### config.mk
export PLATFORM = sky130hd
export DESIGN_NAME = pats_top
export DESIGN_NICKNAME = d
export VERILOG_FILES = /design/src/inc/pats_pkg.sv /design/src/core/pats_trig_sel.sv /design/src/core/pats_top.sv
export SDC_FILE = /design/constraint.sdc
export NUM_CORES = 1
export LEC_CHECK = 0
export BUFFER_PORTS_ARGS = -buffer_cell sky130_fd_sc_hd__buf_4
export CORE_MARGIN = 2
export CORE_UTILIZATION = 25
export DETAILED_ROUTE_END_ITERATION = 6
export PLACE_DENSITY = 0.55
export SETUP_SLACK_MARGIN = 0.2
export SYNTH_ARGS = -nofsm -noshare
export SYNTH_HDL_FRONTEND = slang
export SYNTH_SLANG_ARGS = --single-unit
### constraint.sdc
create_clock -name core_clk_i -period 2.94 [get_ports core_clk_i]
set_clock_uncertainty 0.05 [all_clocks]
set_input_delay 0.147 -clock core_clk_i [delete_from_list [all_inputs] [get_ports core_clk_i]]
set_output_delay 0.147 -clock core_clk_i [all_outputs]
set_load 0.01 [all_outputs]
### src/inc/pats_pkg.sv
`default_nettype none

package pats_pkg;

  // Register byte addresses on the APB side.
  localparam logic [7:0] ADDR_OPT_A = 8'h00;
  localparam logic [7:0] ADDR_OPT_B = 8'h04;
  localparam logic [7:0] ADDR_CTRL  = 8'h08;
  localparam logic [7:0] ADDR_DTW   = 8'h0c;
  localparam logic [7:0] ADDR_STS   = 8'h10;
  localparam logic [7:0] ADDR_MSK   = 8'h14;
  localparam logic [7:0] ADDR_STATE = 8'h18;

  // Field positions shared by both trigger option registers; NARROW is in the first only.
  localparam int unsigned VALLEY_EN = 0;
  localparam int unsigned CREST_EN  = 1;
  localparam int unsigned CMP0_EN   = 2;
  localparam int unsigned CMP1_EN   = 3;
  localparam int unsigned CMP0_PH   = 4;
  localparam int unsigned CMP1_PH   = 5;
  localparam int unsigned NARROW    = 6;

  localparam logic [7:0] OPT_A_MASK = 8'h7f;
  localparam logic [7:0] OPT_B_MASK = 8'h3f;
  localparam logic [7:0] OPT_RST    = 8'h00;
  localparam logic [7:0] DTW_RST    = 8'h00;
  localparam logic [7:0] DT_STEP    = 8'h01;
  localparam logic [7:0] DT_ZERO    = 8'h00;

  localparam int unsigned CTRL_CE    = 0;
  localparam int unsigned STS_TRIG_A = 0;
  localparam int unsigned STS_TRIG_B = 1;
  localparam int unsigned STS_W      = 2;
  localparam logic [STS_W-1:0] STS_RST = 2'h0;

  typedef enum logic [1:0] {
    DT_IDLE = 2'b00,
    DT_UP   = 2'b01,
    DT_DOWN = 2'b10
  } pats_dt_e;

endpackage : pats_pkg

`default_nettype wire

### src/core/pats_trig_sel.sv
`default_nettype none

module pats_trig_sel
  import pats_pkg::*;
(
  input  wire logic [7:0] opt_i,
  input  wire logic       cmp1_i,
  input  wire logic       cmp0_i,
  input  wire logic       crest_i,
  input  wire logic       valley_i,
  input  wire logic       dt_up_i,
  input  wire logic       dt_down_i,
  output logic            fire_o
);

  logic cmp1_ok;
  logic cmp0_ok;

  // Compare events only count in the chosen dead-time phase.
  assign cmp1_ok = opt_i[CMP1_PH] ? dt_down_i : dt_up_i;
  assign cmp0_ok = opt_i[CMP0_PH] ? dt_down_i : dt_up_i;

  assign fire_o = (cmp1_i & opt_i[CMP1_EN] & cmp1_ok)
                | (cmp0_i & opt_i[CMP0_EN] & cmp0_ok)
                | (crest_i & opt_i[CREST_EN])
                | (valley_i & opt_i[VALLEY_EN]);

endmodule // pats_trig_sel

`default_nettype wire

### src/core/pats_top.sv
// Notes on behaviour
// - Trigger A compare-1: mode 0 fires in dead-time up phase, 1 in down.
// - Trigger A compare-0: mode 0 fires in dead-time up phase, 1 in down.
// - Compare-1 event drives trigger A only when its enable bit is set.
// - Compare-0 event drives trigger A only when its enable bit is set.
// - Crest event drives trigger A when crest enable is set, else suppressed.
// - Valley event drives trigger A when valley enable is set, else suppressed.
// - Trigger B has its own four event enables in the second register.
// - Second option register accepts writes while timer count is enabled.
// - Reset clears the second option register to zero.
// - Second option register allows byte and single-bit software access.
// - Narrow mode: short pulse makes dead-time counter reverse and count down.
`default_nettype none

module pats_top
  import pats_pkg::*;
(
  input  wire logic        core_clk_i,
  input  wire logic        resetn_i,
  input  wire logic [7:0]  paddr_i,
  input  wire logic        psel_i,
  input  wire logic        penable_i,
  input  wire logic        pwrite_i,
  input  wire logic [31:0] pwdata_i,
  input  wire logic [3:0]  pstrb_i,
  output logic             pready_o,
  output logic [31:0]      prdata_o,
  output logic             pslverr_o,
  input  wire logic        companion_compare1_event_i,
  input  wire logic        companion_compare0_event_i,
  input  wire logic        crest_event_i,
  input  wire logic        valley_event_i,
  input  wire logic        phase_out_i,
  output logic             adc_trigger_out_a_o,
  output logic             adc_trigger_out_b_o,
  output logic             irq_o
);

  import pats_pkg::*;

  typedef struct packed {
    logic [7:0]       opt_a;
    logic [7:0]       opt_b;
    logic             ce;
    logic [7:0]       dtw;
    logic [7:0]       dt_cnt;
    pats_dt_e         dt_st;
    logic             phase_prev;
    logic             trig_a;
    logic             trig_b;
    logic [STS_W-1:0] sts;
    logic [STS_W-1:0] msk;
    logic [31:0]      prdata;
  } pats_state_s;

  pats_state_s state_ff;
  pats_state_s nxt_state;

  logic       setup_ph;
  logic       wr_acc;
  logic       mapped;
  logic       dt_up;
  logic       dt_down;
  logic       phase_edge;
  logic       fire_a;
  logic       fire_b;
  logic [7:0] wbyte;
  logic [7:0] opt_a_new;

  assign setup_ph   = psel_i & ~penable_i;
  assign wr_acc     = psel_i & penable_i & pwrite_i;
  assign mapped     = (paddr_i == ADDR_OPT_A) || (paddr_i == ADDR_OPT_B)
                   || (paddr_i == ADDR_CTRL)  || (paddr_i == ADDR_DTW)
                   || (paddr_i == ADDR_STS)   || (paddr_i == ADDR_MSK)
                   || (paddr_i == ADDR_STATE);
  assign wbyte      = pwdata_i[7:0];
  assign dt_up      = state_ff.dt_st == DT_UP;
  assign dt_down    = state_ff.dt_st == DT_DOWN;
  assign phase_edge = phase_out_i ^ state_ff.phase_prev;

  // The slave never waits; an unmapped address is flagged in the access phase.
  assign pready_o  = psel_i & penable_i;
  assign pslverr_o = psel_i & penable_i & ~mapped;
  assign prdata_o  = state_ff.prdata;

  assign adc_trigger_out_a_o = state_ff.trig_a;
  assign adc_trigger_out_b_o = state_ff.trig_b;
  assign irq_o               = |(state_ff.sts & state_ff.msk);

  pats_trig_sel u_sel_a (
    .opt_i     (state_ff.opt_a),
    .cmp1_i    (companion_compare1_event_i),
    .cmp0_i    (companion_compare0_event_i),
    .crest_i   (crest_event_i),
    .valley_i  (valley_event_i),
    .dt_up_i   (dt_up),
    .dt_down_i (dt_down),
    .fire_o    (fire_a)
  );

  pats_trig_sel u_sel_b (
    .opt_i     (state_ff.opt_b),
    .cmp1_i    (companion_compare1_event_i),
    .cmp0_i    (companion_compare0_event_i),
    .crest_i   (crest_event_i),
    .valley_i  (valley_event_i),
    .dt_up_i   (dt_up),
    .dt_down_i (dt_down),
    .fire_o    (fire_b)
  );

  always_comb
  begin
    nxt_state = state_ff;
    opt_a_new = wbyte & OPT_A_MASK;
    // The narrow-mode bit would upset a running dead-time count, so it holds.
    if (state_ff.ce)
    begin
      opt_a_new[NARROW] = state_ff.opt_a[NARROW];
    end

    nxt_state.phase_prev = phase_out_i;
    nxt_state.trig_a     = state_ff.ce & fire_a;
    nxt_state.trig_b     = state_ff.ce & fire_b;

    if (!state_ff.ce)
    begin
      nxt_state.dt_st  = DT_IDLE;
      nxt_state.dt_cnt = DT_ZERO;
    end
    else if (phase_edge)
    begin
      if (dt_up && state_ff.opt_a[NARROW])
      begin
        nxt_state.dt_st = DT_DOWN;
      end
      else if (state_ff.dtw != DT_ZERO)
      begin
        nxt_state.dt_st  = DT_UP;
        nxt_state.dt_cnt = DT_ZERO;
      end
      else
      begin
        nxt_state.dt_st = DT_IDLE;
      end
    end
    else
    begin
      unique case (state_ff.dt_st)
        DT_IDLE:
        begin
          nxt_state.dt_cnt = DT_ZERO;
        end
        DT_UP:
        begin
          if (state_ff.dt_cnt >= state_ff.dtw)
          begin
            nxt_state.dt_st = DT_IDLE;
          end
          else
          begin
            nxt_state.dt_cnt = 8'(state_ff.dt_cnt + DT_STEP);
          end
        end
        DT_DOWN:
        begin
          if (state_ff.dt_cnt == DT_ZERO)
          begin
            nxt_state.dt_st = DT_IDLE;
          end
          else
          begin
            nxt_state.dt_cnt = 8'(state_ff.dt_cnt - DT_STEP);
          end
        end
        default:
        begin
          nxt_state.dt_st = DT_IDLE;
        end
      endcase
    end

    // A trigger in the same cycle as its clearing write stays set.
    nxt_state.sts = state_ff.sts;
    if (wr_acc && pstrb_i[0] && paddr_i == ADDR_STS)
    begin
      nxt_state.sts = state_ff.sts & ~wbyte[STS_W-1:0];
    end
    nxt_state.sts[STS_TRIG_A] = nxt_state.sts[STS_TRIG_A] | state_ff.trig_a;
    nxt_state.sts[STS_TRIG_B] = nxt_state.sts[STS_TRIG_B] | state_ff.trig_b;

    // Only lane 0 holds data; bit access is read-modify-write by software.
    if (wr_acc && pstrb_i[0])
    begin
      unique case (paddr_i)
        ADDR_OPT_A: nxt_state.opt_a = opt_a_new;
        ADDR_OPT_B: nxt_state.opt_b = wbyte & OPT_B_MASK;
        ADDR_CTRL:  nxt_state.ce    = wbyte[CTRL_CE];
        ADDR_DTW:   nxt_state.dtw   = wbyte;
        ADDR_MSK:   nxt_state.msk   = wbyte[STS_W-1:0];
        default:    nxt_state.ce    = state_ff.ce;
      endcase
    end

    if (setup_ph && !pwrite_i)
    begin
      unique case (paddr_i)
        ADDR_OPT_A: nxt_state.prdata = 32'(state_ff.opt_a & OPT_A_MASK);
        ADDR_OPT_B: nxt_state.prdata = 32'(state_ff.opt_b & OPT_B_MASK);
        ADDR_CTRL:  nxt_state.prdata = 32'(state_ff.ce);
        ADDR_DTW:   nxt_state.prdata = 32'(state_ff.dtw);
        ADDR_STS:   nxt_state.prdata = 32'(state_ff.sts);
        ADDR_MSK:   nxt_state.prdata = 32'(state_ff.msk);
        ADDR_STATE: nxt_state.prdata = 32'({state_ff.dt_cnt,
                                            state_ff.dt_st});
        default:    nxt_state.prdata = '0;
      endcase
    end
  end

  always_ff @(posedge core_clk_i)
  begin
    if (!resetn_i)
    begin
      state_ff            <= '0;
      state_ff.opt_a      <= OPT_RST;
      state_ff.opt_b      <= OPT_RST;
      state_ff.dtw        <= DTW_RST;
      state_ff.dt_st      <= DT_IDLE;
      state_ff.sts        <= STS_RST;
      state_ff.msk        <= STS_RST;
    end
    else
    begin
      state_ff <= nxt_state;
    end
  end

  logic [3:0] ev;
  logic       wr_opt_b;
  assign ev       = {companion_compare1_event_i, companion_compare0_event_i,
                     crest_event_i, valley_event_i};
  assign wr_opt_b = wr_acc && paddr_i == ADDR_OPT_B;
endmodule // pats_top

`default_nettype wire

; Word-level counts from Yosys, hierarchy flattened
; Cells that the tools add are included.
[totals]
regBits = 71
input_bits = 54
elab_cells = 107
[op_classes]
addsub = 2
order_cmp = 1
n_eq_ne = 15
mux = 17
bitwise = 33
n_reduce_logical = 26
[op_table]
columns = op, count
row1 = 10-bit case mux with 7 select lines, 1
row2 = 8-bit two-way mux, 4
row3 = "8-bit by 5-bit == test with 1-bit output, second input constant", 3
row4 = 8-bit case mux with 3 select lines, 1
row5 = 1-bit AND, 18
row6 = "8-bit by 4-bit == test with 1-bit output, second input constant", 2
row7 = 8-bit logical NOT, 2
row8 = 2-bit AND reduction, 6
row9 = 10-bit two-way mux, 1
row10 = "3-bit != test, second input constant", 3
row11 = "8-bit by 1-bit adder with 8-bit output, second input constant", 1
row12 = "8-bit by 3-bit == test with 1-bit output, second input constant", 1
row13 = 8-bit greater-or-equal comparator, 1
row14 = 2-bit two-way mux, 4
row15 = 1-bit bitwise OR, 8
row16 = 8-bit nonzero test, 1
row17 = "8-bit by 1-bit subtractor with 8-bit output, second input constant", 1
row18 = 1-bit logical OR, 6
row19 = 2-bit case mux with 3 select lines, 1
row20 = 3-bit AND reduction, 2
row21 = 1-bit two-way mux, 5
row22 = 5-bit AND reduction, 1
row23 = 2-bit AND, 2
row24 = 1-bit logical AND, 4
row25 = other kinds (12), 15

; Depth between registers and ports, before layout
; Gate-level depths: netlist (run 1).
[depth]
ltp_word = 9
ltp_mapped = 9
mapped_depth_nobuf = 9

; By module
; Synthesis (run 1) repeated with hierarchy kept, for this count alone.
[hier_totals]
cells_unflattened = 369
area_unflattened_um2 = 2982.9
[by_module_without_submodules]
columns = mod, instances, cells_per_inst, area_each_um2, seq_area_each_um2
row1 = pats_top, 1, 357, 2892.8, 980.9
row2 = pats_trig_sel, 2, 6, 45.0, 0.0

; Worst setup path before layout (run 1)
; Ideal clock, no wire load.
[synth_timing]
path_kind = reg-to-reg
startpoint = reg state_ff[41] (netlist name)
endpoint = reg state_ff[47] (netlist name)
t_arrival_ps = 2344
slack_ps = 484
stages_incl_launch_ff = 10
synth_period_minus_slack_ps = 2456
cell_sequence = dfxtp_1 inv_1 ha_1 nand2b_4 a2111o_1 a32oi_2 and4_1 buf_6 or4b_1 nand3_1
[synth_via]
elab_chain_len = 4
word_cells_on_any_way = 11
cone_classes = add/sub (2) / order compare (1) / eq/ne (2) / mux (4) / reduce/logical (2)
[synth_rtl]
columns = element, line
row1 = from (decl), pats_top.sv:56  ; pats_state_s state_ff;
row2 = from (signal assigned), pats_top.sv:235  ; state_ff <= nxt_state;
row3 = 8-bit by 1-bit subtractor with 8-bit output / 8-bit by 1-bit adder with 8-bit output (equally long branches), "pats_top.sv:173, pats_top.sv:162"
row4 = "8-bit two-way mux, on equally long branches", "pats_top.sv:167, pats_top.sv:156"
row5 = 8-bit case mux with 3 select lines, pats_top.sv:149  ; unique case (state_ff.dt_st)
row6 = 10-bit two-way mux, pats_top.sv:131  ; else if (phase_edge)
; Parallel ways exist; a longest one is shown, timed or not. The select of a mux whose other input is x is not followed.
; A chain may end at the register's enable or synchronous reset.

; Worst setup path after layout (run 1)
[layout_timing]
startpoint = reg state_ff[39] (netlist name)
endpoint = reg state_ff[48] (netlist name)
[layout_via]
elab_chain_len = 4
word_cells_on_any_way = 11
cone_classes = eq/ne (5) / mux (2) / reduce/logical (4)
[layout_rtl]
columns = element, line
row1 = 2-bit by 1-bit == test with 1-bit output, "pats_top.sv:77, pats_top.sv:149"
row2 = 1-bit logical AND, pats_top.sv:133  ; if (dt_up && state_ff.opt_a[NARROW])
row3 = 2-bit != test (no source line), -
row4 = 5-bit AND reduction (no source line), -
; Parallel ways exist; a longest one is shown, timed or not.

==> impl_metrics.ini, run 1 <==
[route]
wl_per_cell_um = 14.85
drc_errors = 0
viasPerCell = 4.756
first_pass_iters = 4
routed_wl_mm = 7.794
drt_iter0_drc = 102
postRouteAntennaNets = 0
vias = 2497

[cts]
cts_tree = built
path_clk_slew_ps = 70
cts_resized = 0
hold_buffers = 0
cts_sinks = 49
cts_setup_buffers = 0
htreeDepth = 2
clock_latency_ps = 290
clockRootBuffer = clkbuf_16
tritoncts.num_buffers = 5
clock_path_buffers = 2

[placement]
portBuffers = 41
gp_congestion = 0.8355
placed_cell_area_mm2 = 0.003391
place_ws_ps = 303.7
dp_hpwl_mm = 5.968

[synth]
synth_warnings = 0
ys_seq_area_share_pct = 31.81
synth_area_leaders = dfxtp_1 (32%), buf_4 (8.5%), ha_1 (6.9%)
synth.avg_cell_area_um2 = 8.863
async_flop_share_pct = 0
syn_area_mm2 = 0.003084
yosys.area.top_type = dfxtp_1
synth_edf_count = 0
ys_types = 62
yosysTopAreaCellShare_pct = 31.81
synth-seq-cells = 49
synth_ff_type = dfxtp_1
netlist_instances = 348

[power_and_ir_drop]
intPower_uw = 1130
ir_drop_v = 0.0001976
p_comb_share_pct = 6.7
p_seq_share_pct = 46.2
p_leak_uw = 0.001403
powerDensity_mw_per_mm2 = 402.7
clkPwrFrac_pct = 47.0
switchingPower_uw = 307.9
p_sw_share_pct = 21.42

[sta]
hold_viol_final = 0
tightest_slew_ps = 732.6
setup_violations = 0
finalCritPeriodShare_pct = 89.17
fmax_ghz = 0.3815
final_max_slew_viol_count = 0
rsz0062_at_grt = no
period_minus_slack_ps = 2622
tns_ps = 0
setup_ws_ps = 318.5
slew_headroom_pct = 51.16

[floorplanning]
dieArea_mm2 = 0.01324
fp.dieH_um = 115.1
coreArea_mm2 = 0.01201
rows = 40
initial_core_util_pct = 25.68
die_w_um = 115.1
io_pins = 91

[grt]
grt_pass1_wl_mm = 12.68
grt-ovfl-total = 0
grt_pass1_vias = 2395
grt_max_degree = 35
antenna_found_initial = 0
grtUsageTotal_pct = 12.27

[worst_setup_path]
crit_arrival_ps = 2780
critPathLaunchType = register
path_class = register to register
reg2reg_depth = 9
cp_data_required_time_ps = 3100
cp_max_fo = 8
setup.worst_path.end_class = register

[finish]
fillerInstances = 1287
antenna-diode-count = 0
drive_gt1_share_pct = 18.78
design_area_mm2 = 0.003571
utilization_pct = 29.73
syn_to_final_growth_pct = 15.78
nets = 449

[min_path]
hold_depth = 2
hold_path_class = input port to register

[status]
outcome = finished, final reports clean

[flow_run]
cap_violations = 0
## state kept, by name (all words and copies together), names as in the netlist
register             count
adc_trigger_out_a_o      1
adc_trigger_out_b_o      1
prdata_o                10
state_ff                37
## synth_stat cells (all sizes together), types with 4 or more instances
cell type / instances
nor2: 12
clkbuf: 9
inv: 13
mux2: 5
buf: 38
dfxtp: 49
nor3: 5
o21ai: 10
a21boi: 12
xnor2: 4
a22oi: 8
a221oi: 7
nor2b: 18
ha: 17
a21oi: 7
nand2: 30
nor4: 5
a22o: 5
nand3: 24
a31oi: 6
and2: 7
mux2i: 17
## cell type report
type	count	area, um^2	area share, %
sequential	49	980.9	27.47
multi-input combinational	260	1824	51.09
clock buffer	7	142.6	3.994
timing repair buffer	48	360.3	10.09
clock inverter	1	30.03	0.8409
inverter	13	48.80	1.367
tap	147	183.9	5.151
## kinds of logic (layout without fill, tap and decap cells)
logic type,count (synthesis),in the layout,synth area share [%]
buf+inv,60,69,11.85
other cells,1,22,0.1216
simple gates,121,121,22.27
fa+ha+maj,18,18,7.546
xor+xnor,7,7,1.988
mux,23,23,8.073
flops,49,49,31.81
compound gates,69,69,16.35
## layer usage
metal | GRT usage (%) | part of all wire (%) | up-vias | wire [um]
li1 | - | - | 1254 | -
met1 | 16.79 | 48 | 1174 | 3775
met2 | 19.22 | 44 | 63 | 3456
met3 | 2.741 | 5.8 | 6 | 452
met4 | 3.855 | 1.4 | 0 | 109
met5 | 0 | 0 | - | 0
## worst paths after layout
| check | slack, ps | endpoint | start |
|---|---|---|---|
| worst max-delay path | 320 | state_ff[48] | state_ff[39] |
| worst min-delay path | 40 | state_ff[38] | phase_out_i |
| worst max register to register | 320 | state_ff[48] | state_ff[39] |
| worst min register to register | 400 | prdata_o[4] | prdata_o[4] |
## stage by stage
step           hold slack (ps)  instances  power, uW
3_3_place_gp             333.4        517      774.6
2_1_floorplan            218.7        369      752.2
5_1_grt                  55.44        525       1491
6_report                 41.42        525       1438
4_1_cts                  36.68        525       1451
3_5_place_dp             339.1        517      776.5
## worst max-delay path, stage by stage (launching register included)
cell and delay, ps:
dfxtp_1 430, inv_1 90, ha_1 330, ha_1 330
a21oi_1 200, o211ai_1 180, o41ai_2 290, xor2_1 130
or3b_1 380, a31oi_1 120
## placed cells by master, fill, tap and decap left out, types with 3 or more instances in the layout
cell	Yosys	layout
inv_1	13	13
conb_1	1	22
and2_1	7	7
xor2_1	3	3
nand3_1	24	24
a21boi_0	4	4
nor3_1	4	4
o21ai_0	5	5
a221oi_1	7	7
a21boi_1	8	8
buf_4	35	48
a22oi_1	8	8
mux2i_1	17	17
nor4_1	4	4
a22o_1	5	5
dfxtp_1	49	49
mux2_2	5	5
o21ai_1	5	5
clkbuf_16	0	5
a31oi_1	6	6
nand2_1	30	30
a21oi_1	7	7
ha_1	17	17
xnor2_1	4	4
nor2_1	12	12
nor2b_1	18	18
## power by group through the flow
stage          clock network (uW)  registers, uW  logic (uW)
5_1_grt                       720            664         107
6_report                      676            665        96.7
2_1_floorplan                   0            680        72.3
3_3_place_gp                    0            680        94.6
3_5_place_dp                    0            680        96.5
4_1_cts                       689            665        96.8
Power figures use the tool's default switching activity.
==> run 2, diff against run 1 <==
--- a/config.mk
+++ b/config.mk
@@ -5,11 +5,13 @@
 export SDC_FILE = /design/constraint.sdc
 export NUM_CORES = 1
 export LEC_CHECK = 0
+export ABC_CLOCK_PERIOD_IN_PS = 2100
 export BUFFER_PORTS_ARGS = -buffer_cell sky130_fd_sc_hd__buf_4
 export CORE_MARGIN = 2
 export CORE_UTILIZATION = 25
 export DETAILED_ROUTE_END_ITERATION = 6
-export PLACE_DENSITY = 0.55
+export GPL_ROUTABILITY_DRIVEN = 0
+export PLACE_DENSITY = 0.56
 export SETUP_SLACK_MARGIN = 0.2
 export SYNTH_ARGS = -nofsm -noshare
 export SYNTH_HDL_FRONTEND = slang
==> constraint.sdc (replaced) <==
create_clock -name core_clk_i -period 2.1 [get_ports core_clk_i]
set_clock_uncertainty 0.05 [all_clocks]
set_input_delay 0.105 -clock core_clk_i [delete_from_list [all_inputs] [get_ports core_clk_i]]
set_output_delay 0.105 -clock core_clk_i [all_outputs]
set_load 0.01 [all_outputs]
==> run 2 against run 1 <==
The flow now finishes with violations (negative setup slack). Core utilization is 3.6 points higher. Sequential cell count did not move. Global-route usage up 0.16 points. Final area up 12%. Worst setup slack got worse by 440 ps. Total power increased by 30%. Final cell count is 7.0% higher. Non-clock buffer count increased by 37. Register-to-register slack worse by 440 ps. Critical path type unchanged.
==> impl_metrics.ini, run 2 (synthesis results as in run 1) <==
[floorplanning]
io_pins = 91
initial_core_util_pct = 25.68
fp.dieH_um = 115.1
dieArea_mm2 = 0.01324
coreArea_mm2 = 0.01201
die_w_um = 115.1
rows = 40

[grt]
grt_pass1_wl_mm = 12.97
grtUsageTotal_pct = 12.43
grt-ovfl-total = 0
grt_max_degree = 35
antenna_found_initial = 0
grt_pass1_vias = 2601

[min_path]
hold_path_class = input port to register

[worst_setup_path]
r2r-start = state_ff[39]
crit_arrival_ps = 2390
setup.worst_path.end = state_ff[48]
crit_top_cell = ha_4
cp_data_required_time_ps = 2270
cpPeakStageDelay_ps = 360
slowest_stage = or3b_1
path_depth = 9
cp_max_fo = 6
critPathLaunchType = register
setup.worst_path.end_class = register
rrSetupSlack_ps = -120
path_class = register to register
path_buf_inv = 1
crit_family = compound AO/OA/AOI/OAI gates
crit_chain = inv_2 > ha_4 > ha_4 > a21oi_4 > o211ai_1 > o41ai_2 > xor2_1 > or3b_1 > a31oi_1
crit_path_start = state_ff[39]
reg2reg_depth = 9
r2r-end = state_ff[48]

[flow_run]
cap_violations = 0

[finish]
largest_reg_flops = 37
layout_common_cells = buf_4 (81), dfxtp_1 (46), nand2_1 (30), nand3_1 (24), conb_1 (22)
design_area_mm2 = 0.004005
nets = 486
fillerInstances = 1245
ff_latch_area_um2 = 987.2
syn_to_final_growth_pct = 29.86
multiInputGateArea_mm2 = 0.001978
utilization_pct = 33.34
antenna-diode-count = 0
top_register = state_ff
final_common_cell = buf_4
drive_gt1_share_pct = 32.53

[cts]
clock_path_buffers = 2
cts_sinks = 49
clock_latency_ps = 290
clockRootBuffer = clkbuf_16
cts_tree = built
tritoncts.num_buffers = 5
path_clk_slew_ps = 70
hold_buffers = 0
htreeDepth = 2

[sta]
hold_viol_final = 0
finalCritPeriodShare_pct = 105.9
rsz0062_at_grt = yes
final_max_slew_viol_count = 0
period_minus_slack_ps = 2224
fmax_ghz = 0.4496
setup_ws_ps = -124.2
setup_violations = 2

[power_and_ir_drop]
p_total_uw = 1870
powerDensity_mw_per_mm2 = 466.8
p_leak_uw = 0.001586
ir_drop_v = 0.0003179

[route]
routed_wl_mm = 8.081
drc_errors = 0
drt_iter0_drc = 163
first_pass_iters = 4
postRouteAntennaNets = 0
viasPerCell = 4.770
vias = 2681
wl_per_cell_um = 14.38

[placement]
dp_hpwl_mm = 6.289
placed_cell_area_mm2 = 0.003672
place_ws_ps = -160.1
portBuffers = 41

[status]
outcome = finished with violations
violations = negative setup slack
run 2: layout make-up:
cell class,instances,area share (%)
timing repair buffer,85,16.53
sequential,49,24.65
inverter,13,1.281
tap,147,4.592
multi-input combinational,260,49.39
clock inverter,3,0.4374
clock buffer,5,3.124
run 2: worst reg2reg max path: cells and delay by family, from the launching register on:
kind	cells	cell delay [ps]
AO/OA/AOI/OAI	4	770
XOR/XNOR	1	140
adder cells (fa/ha/maj)	2	430
buffers and inverters	1	70
flip-flops	1	330
AND/OR/NAND/NOR	1	360
run 2: how the worst min path moves through the flow:
| stage | startpoint | to | depth (start not counted) |
|---|---|---|---|
| detailed placement | phase_out_i | state_ff[38] | 2 |
| global route | phase_out_i | state_ff[38] | 2 |
| CTS | phase_out_i | state_ff[38] | 2 |
| global placement | phase_out_i | state_ff[38] | 2 |
| floorplan | phase_out_i | state_ff[38] | 1 |
| finish | phase_out_i | state_ff[38] | 2 |
run 2: report_power, final:
group	switching [uW]	leakage, uW	total, uW	internal [uW]
logic	83.2	0.00112	146	62.8
registers	0.874	0.000397	929	928
clock network	357	0.0000696	794	437
run 2: routing by layer:
layer / up-vias / share of wire (%) / global-route usage, %
li1: 1328 / - / -
met1: 1260 / 47 / 16.05
met2: 83 / 46 / 20.75
met3: 10 / 6.0 / 2.478
met4: 0 / 1.7 / 4.177
met5: - / 0 / 0
run 2: repair_timing:
action                                  CTS  global route
resized for setup                        21             9
gates cloned                              0             0
pin swaps                                11             6
endpoints found under the setup margin    8            10
buffers inserted                          4             2
run 2: stage by stage:
| step | setup TNS, ps | hold WS [ps] | cells |
|---|---|---|---|
| after global placement | -231.7 | 293.5 | 548 |
| after global routing | -614.7 | 32.58 | 562 |
| after detailed placement | -263.9 | 305.1 | 548 |
| after CTS | -219.1 | 4.641 | 560 |
| final | -213.7 | 5.323 | 562 |
| after floorplan | -168.9 | 176.7 | 369 |
==> run 3, diff against run 2 <==
--- a/config.mk
+++ b/config.mk
@@ -6,12 +6,12 @@
 export NUM_CORES = 1
 export LEC_CHECK = 0
 export ABC_CLOCK_PERIOD_IN_PS = 2100
-export BUFFER_PORTS_ARGS = -buffer_cell sky130_fd_sc_hd__buf_4
 export CORE_MARGIN = 2
 export CORE_UTILIZATION = 25
 export DETAILED_ROUTE_END_ITERATION = 6
+export DONT_BUFFER_PORTS = 1
 export GPL_ROUTABILITY_DRIVEN = 0
-export PLACE_DENSITY = 0.56
+export PLACE_DENSITY = 0.5
 export SETUP_SLACK_MARGIN = 0.2
 export SYNTH_ARGS = -nofsm -noshare
 export SYNTH_HDL_FRONTEND = slang
==> run 3 against run 2 <==
Final cell count down 4.3%. Worst hold slack worse by 7.9 ps. Clock power up 31%. Fmax down 2.9%. Via count down 3.2%. The run ends with negative hold slack, negative setup slack left. Critical endpoint unchanged. Non-clock buffer count down 24. Sequential cell count unchanged. Register-to-register slack worse by 70 ps. Clock-buffer cell count unchanged. Largest cell class unchanged. First-iteration DRC count down 33%. Sequential power about the same. Worst setup slack worse by 67 ps.
==> impl_metrics.ini, run 3 (synthesis results as in run 1) <==
[status]
outcome = finished with violations
violations = negative hold slack, negative setup slack

[route]
postRouteAntennaNets = 0
first_pass_iters = 4
drt_iter0_drc = 109
viasPerCell = 4.822
drc_errors = 0
routed_wl_mm = 8.476
wl_per_cell_um = 15.75
vias = 2594

[cts]
path_clk_slew_ps = 70
clock_path_buffers = 2
cts_sinks = 49
htreeDepth = 2
clockRootBuffer = clkbuf_16
tritoncts.num_buffers = 5
cts_tree = built
clock_latency_ps = 290

[finish]
nets = 462
multiInputGateArea_mm2 = 0.002014
top_register = state_ff
drive_gt1_share_pct = 27.11
largest_reg_flops = 37
antenna-diode-count = 0
layout_common_cells = buf_4 (45), dfxtp_1 (43), nand2_1 (30), nand3_1 (24), conb_1 (22)
ff_latch_area_um2 = 991.0
utilization_pct = 32.74
syn_to_final_growth_pct = 27.51
design_area_mm2 = 0.003933
fillerInstances = 1270
final_common_cell = buf_4

[power_and_ir_drop]
p_comb_share_pct = 5.4
switchingPower_uw = 423.2
powerDensity_mw_per_mm2 = 528.3
p_leak_uw = 0.001484
p_seq_share_pct = 44.7
p_sw_share_pct = 20.37
ir_drop_v = 0.0003402
p_total_uw = 2078
intPower_uw = 1654
clkPwrFrac_pct = 49.9

[sta]
setup_ws_ps = -191.5
whs_ps = -2.584
period_minus_slack_ps = 2291
slew_headroom_pct = 39.67
setup_violations = 4
tightest_slew_ps = 902.0
tns_ps = -355.7
final_max_slew_viol_count = 0
fmax_ghz = 0.4364
finalCritPeriodShare_pct = 109.1
rsz0062_at_grt = yes
hold_viol_final = 1

[floorplanning]
io_pins = 91
rows = 40
dieArea_mm2 = 0.01324
fp.dieH_um = 115.1
coreArea_mm2 = 0.01201
initial_core_util_pct = 25.68
die_w_um = 115.1

[worst_setup_path]
slowest_stage = a2111o_1
crit_chain = inv_4 > ha_4 > nand2b_4 > a2111o_1 > a32oi_2 > and4_4 > or3b_1 > a31oi_1
reg2reg_depth = 8
critPathLaunchType = register
r2r-start = state_ff[41]
cp_max_fo = 4
path_class = register to register
setup.worst_path.end = state_ff[48]
crit_path_start = state_ff[41]
rrSetupSlack_ps = -190
cpPeakStageDelay_ps = 400
setup.worst_path.end_class = register
r2r-end = state_ff[48]
crit_arrival_ps = 2450
cp_data_required_time_ps = 2260

[grt]
grt-ovfl-total = 0
grt_pass1_vias = 2648
grt_pass1_wl_mm = 13.35
grtUsageTotal_pct = 12.86
grt_max_degree = 31
antenna_found_initial = 1

[flow_run]
cap_violations = 0

[placement]
placed_cell_area_mm2 = 0.003390
portBuffers = 0
dp_hpwl_mm = 6.504

[min_path]
hold_path_class = input port to register
hold_depth = 2
==> run 3: cell type report <==
type,instances,area share [%]
Clock inverter,3,1.654
Multi-Input combinational cell,260,51.22
Sequential cell,49,25.20
Clock buffer,5,3.182
Tap cell,147,4.677
Timing Repair Buffer,61,12.76
Inverter,13,1.304
==> run 3: power groups by stage <==
stage	clock [uW]	sequential [uW]	combinational, uW
6_report	1040	929	111
5_1_grt	1100	929	121
4_1_cts	1060	929	110
3_5_place_dp	0	951	69.8
3_3_place_gp	0	951	69.6
2_1_floorplan	0	951	101
==> run 3: how the worst min path moves through the flow <==
stage / start / endpoint / slack [ps]
2_1_floorplan: phase_out_i / state_ff[38] / 180
3_3_place_gp: phase_out_i / state_ff[38] / 180
3_5_place_dp: phase_out_i / state_ff[38] / 180
4_1_cts: valley_event_i / adc_trigger_out_b_o / 0.4
5_1_grt: valley_event_i / adc_trigger_out_b_o / 30
6_report: valley_event_i / adc_trigger_out_b_o / -3
==> run 3: timing repair <==
| action | 4_1_cts | 5_1_grt |
|---|---|---|
| setup buffers | 4 | 1 |
| resized for setup | 24 | 14 |
| hold endpoints to repair | 33 | 0 |
| pin swaps | 17 | 9 |
| setup endpoints to repair | 9 | 10 |
| hold buffers | 13 | 0 |
| cloned | 0 | 0 |
==> run 3: layer usage <==
metal	up-vias	GRT usage (%)	share of wire [%]
li1	1278	-	-
met5	-	0	0
met2	70	20.94	46
met1	1237	17.53	47
met3	9	2.794	5.9
met4	0	2.731	0.97
==> run 3: critical path: cells and delay by family, from the launching register on <==
family	cells	cell delay [ps]
AOI/OAI and AO/OA	3	820
adders and majority gates	1	190
buffers and inverters	1	40
DFF	1	360
and+or+nand+nor	3	740
==> run 3: through the flow <==
step           worst slack [ps]  instances
3_5_place_dp             -192.6        512
6_report                 -191.5        538
2_1_floorplan            -99.59        369
4_1_cts                  -158.2        537
5_1_grt                  -311.7        538
3_3_place_gp             -134.4        512
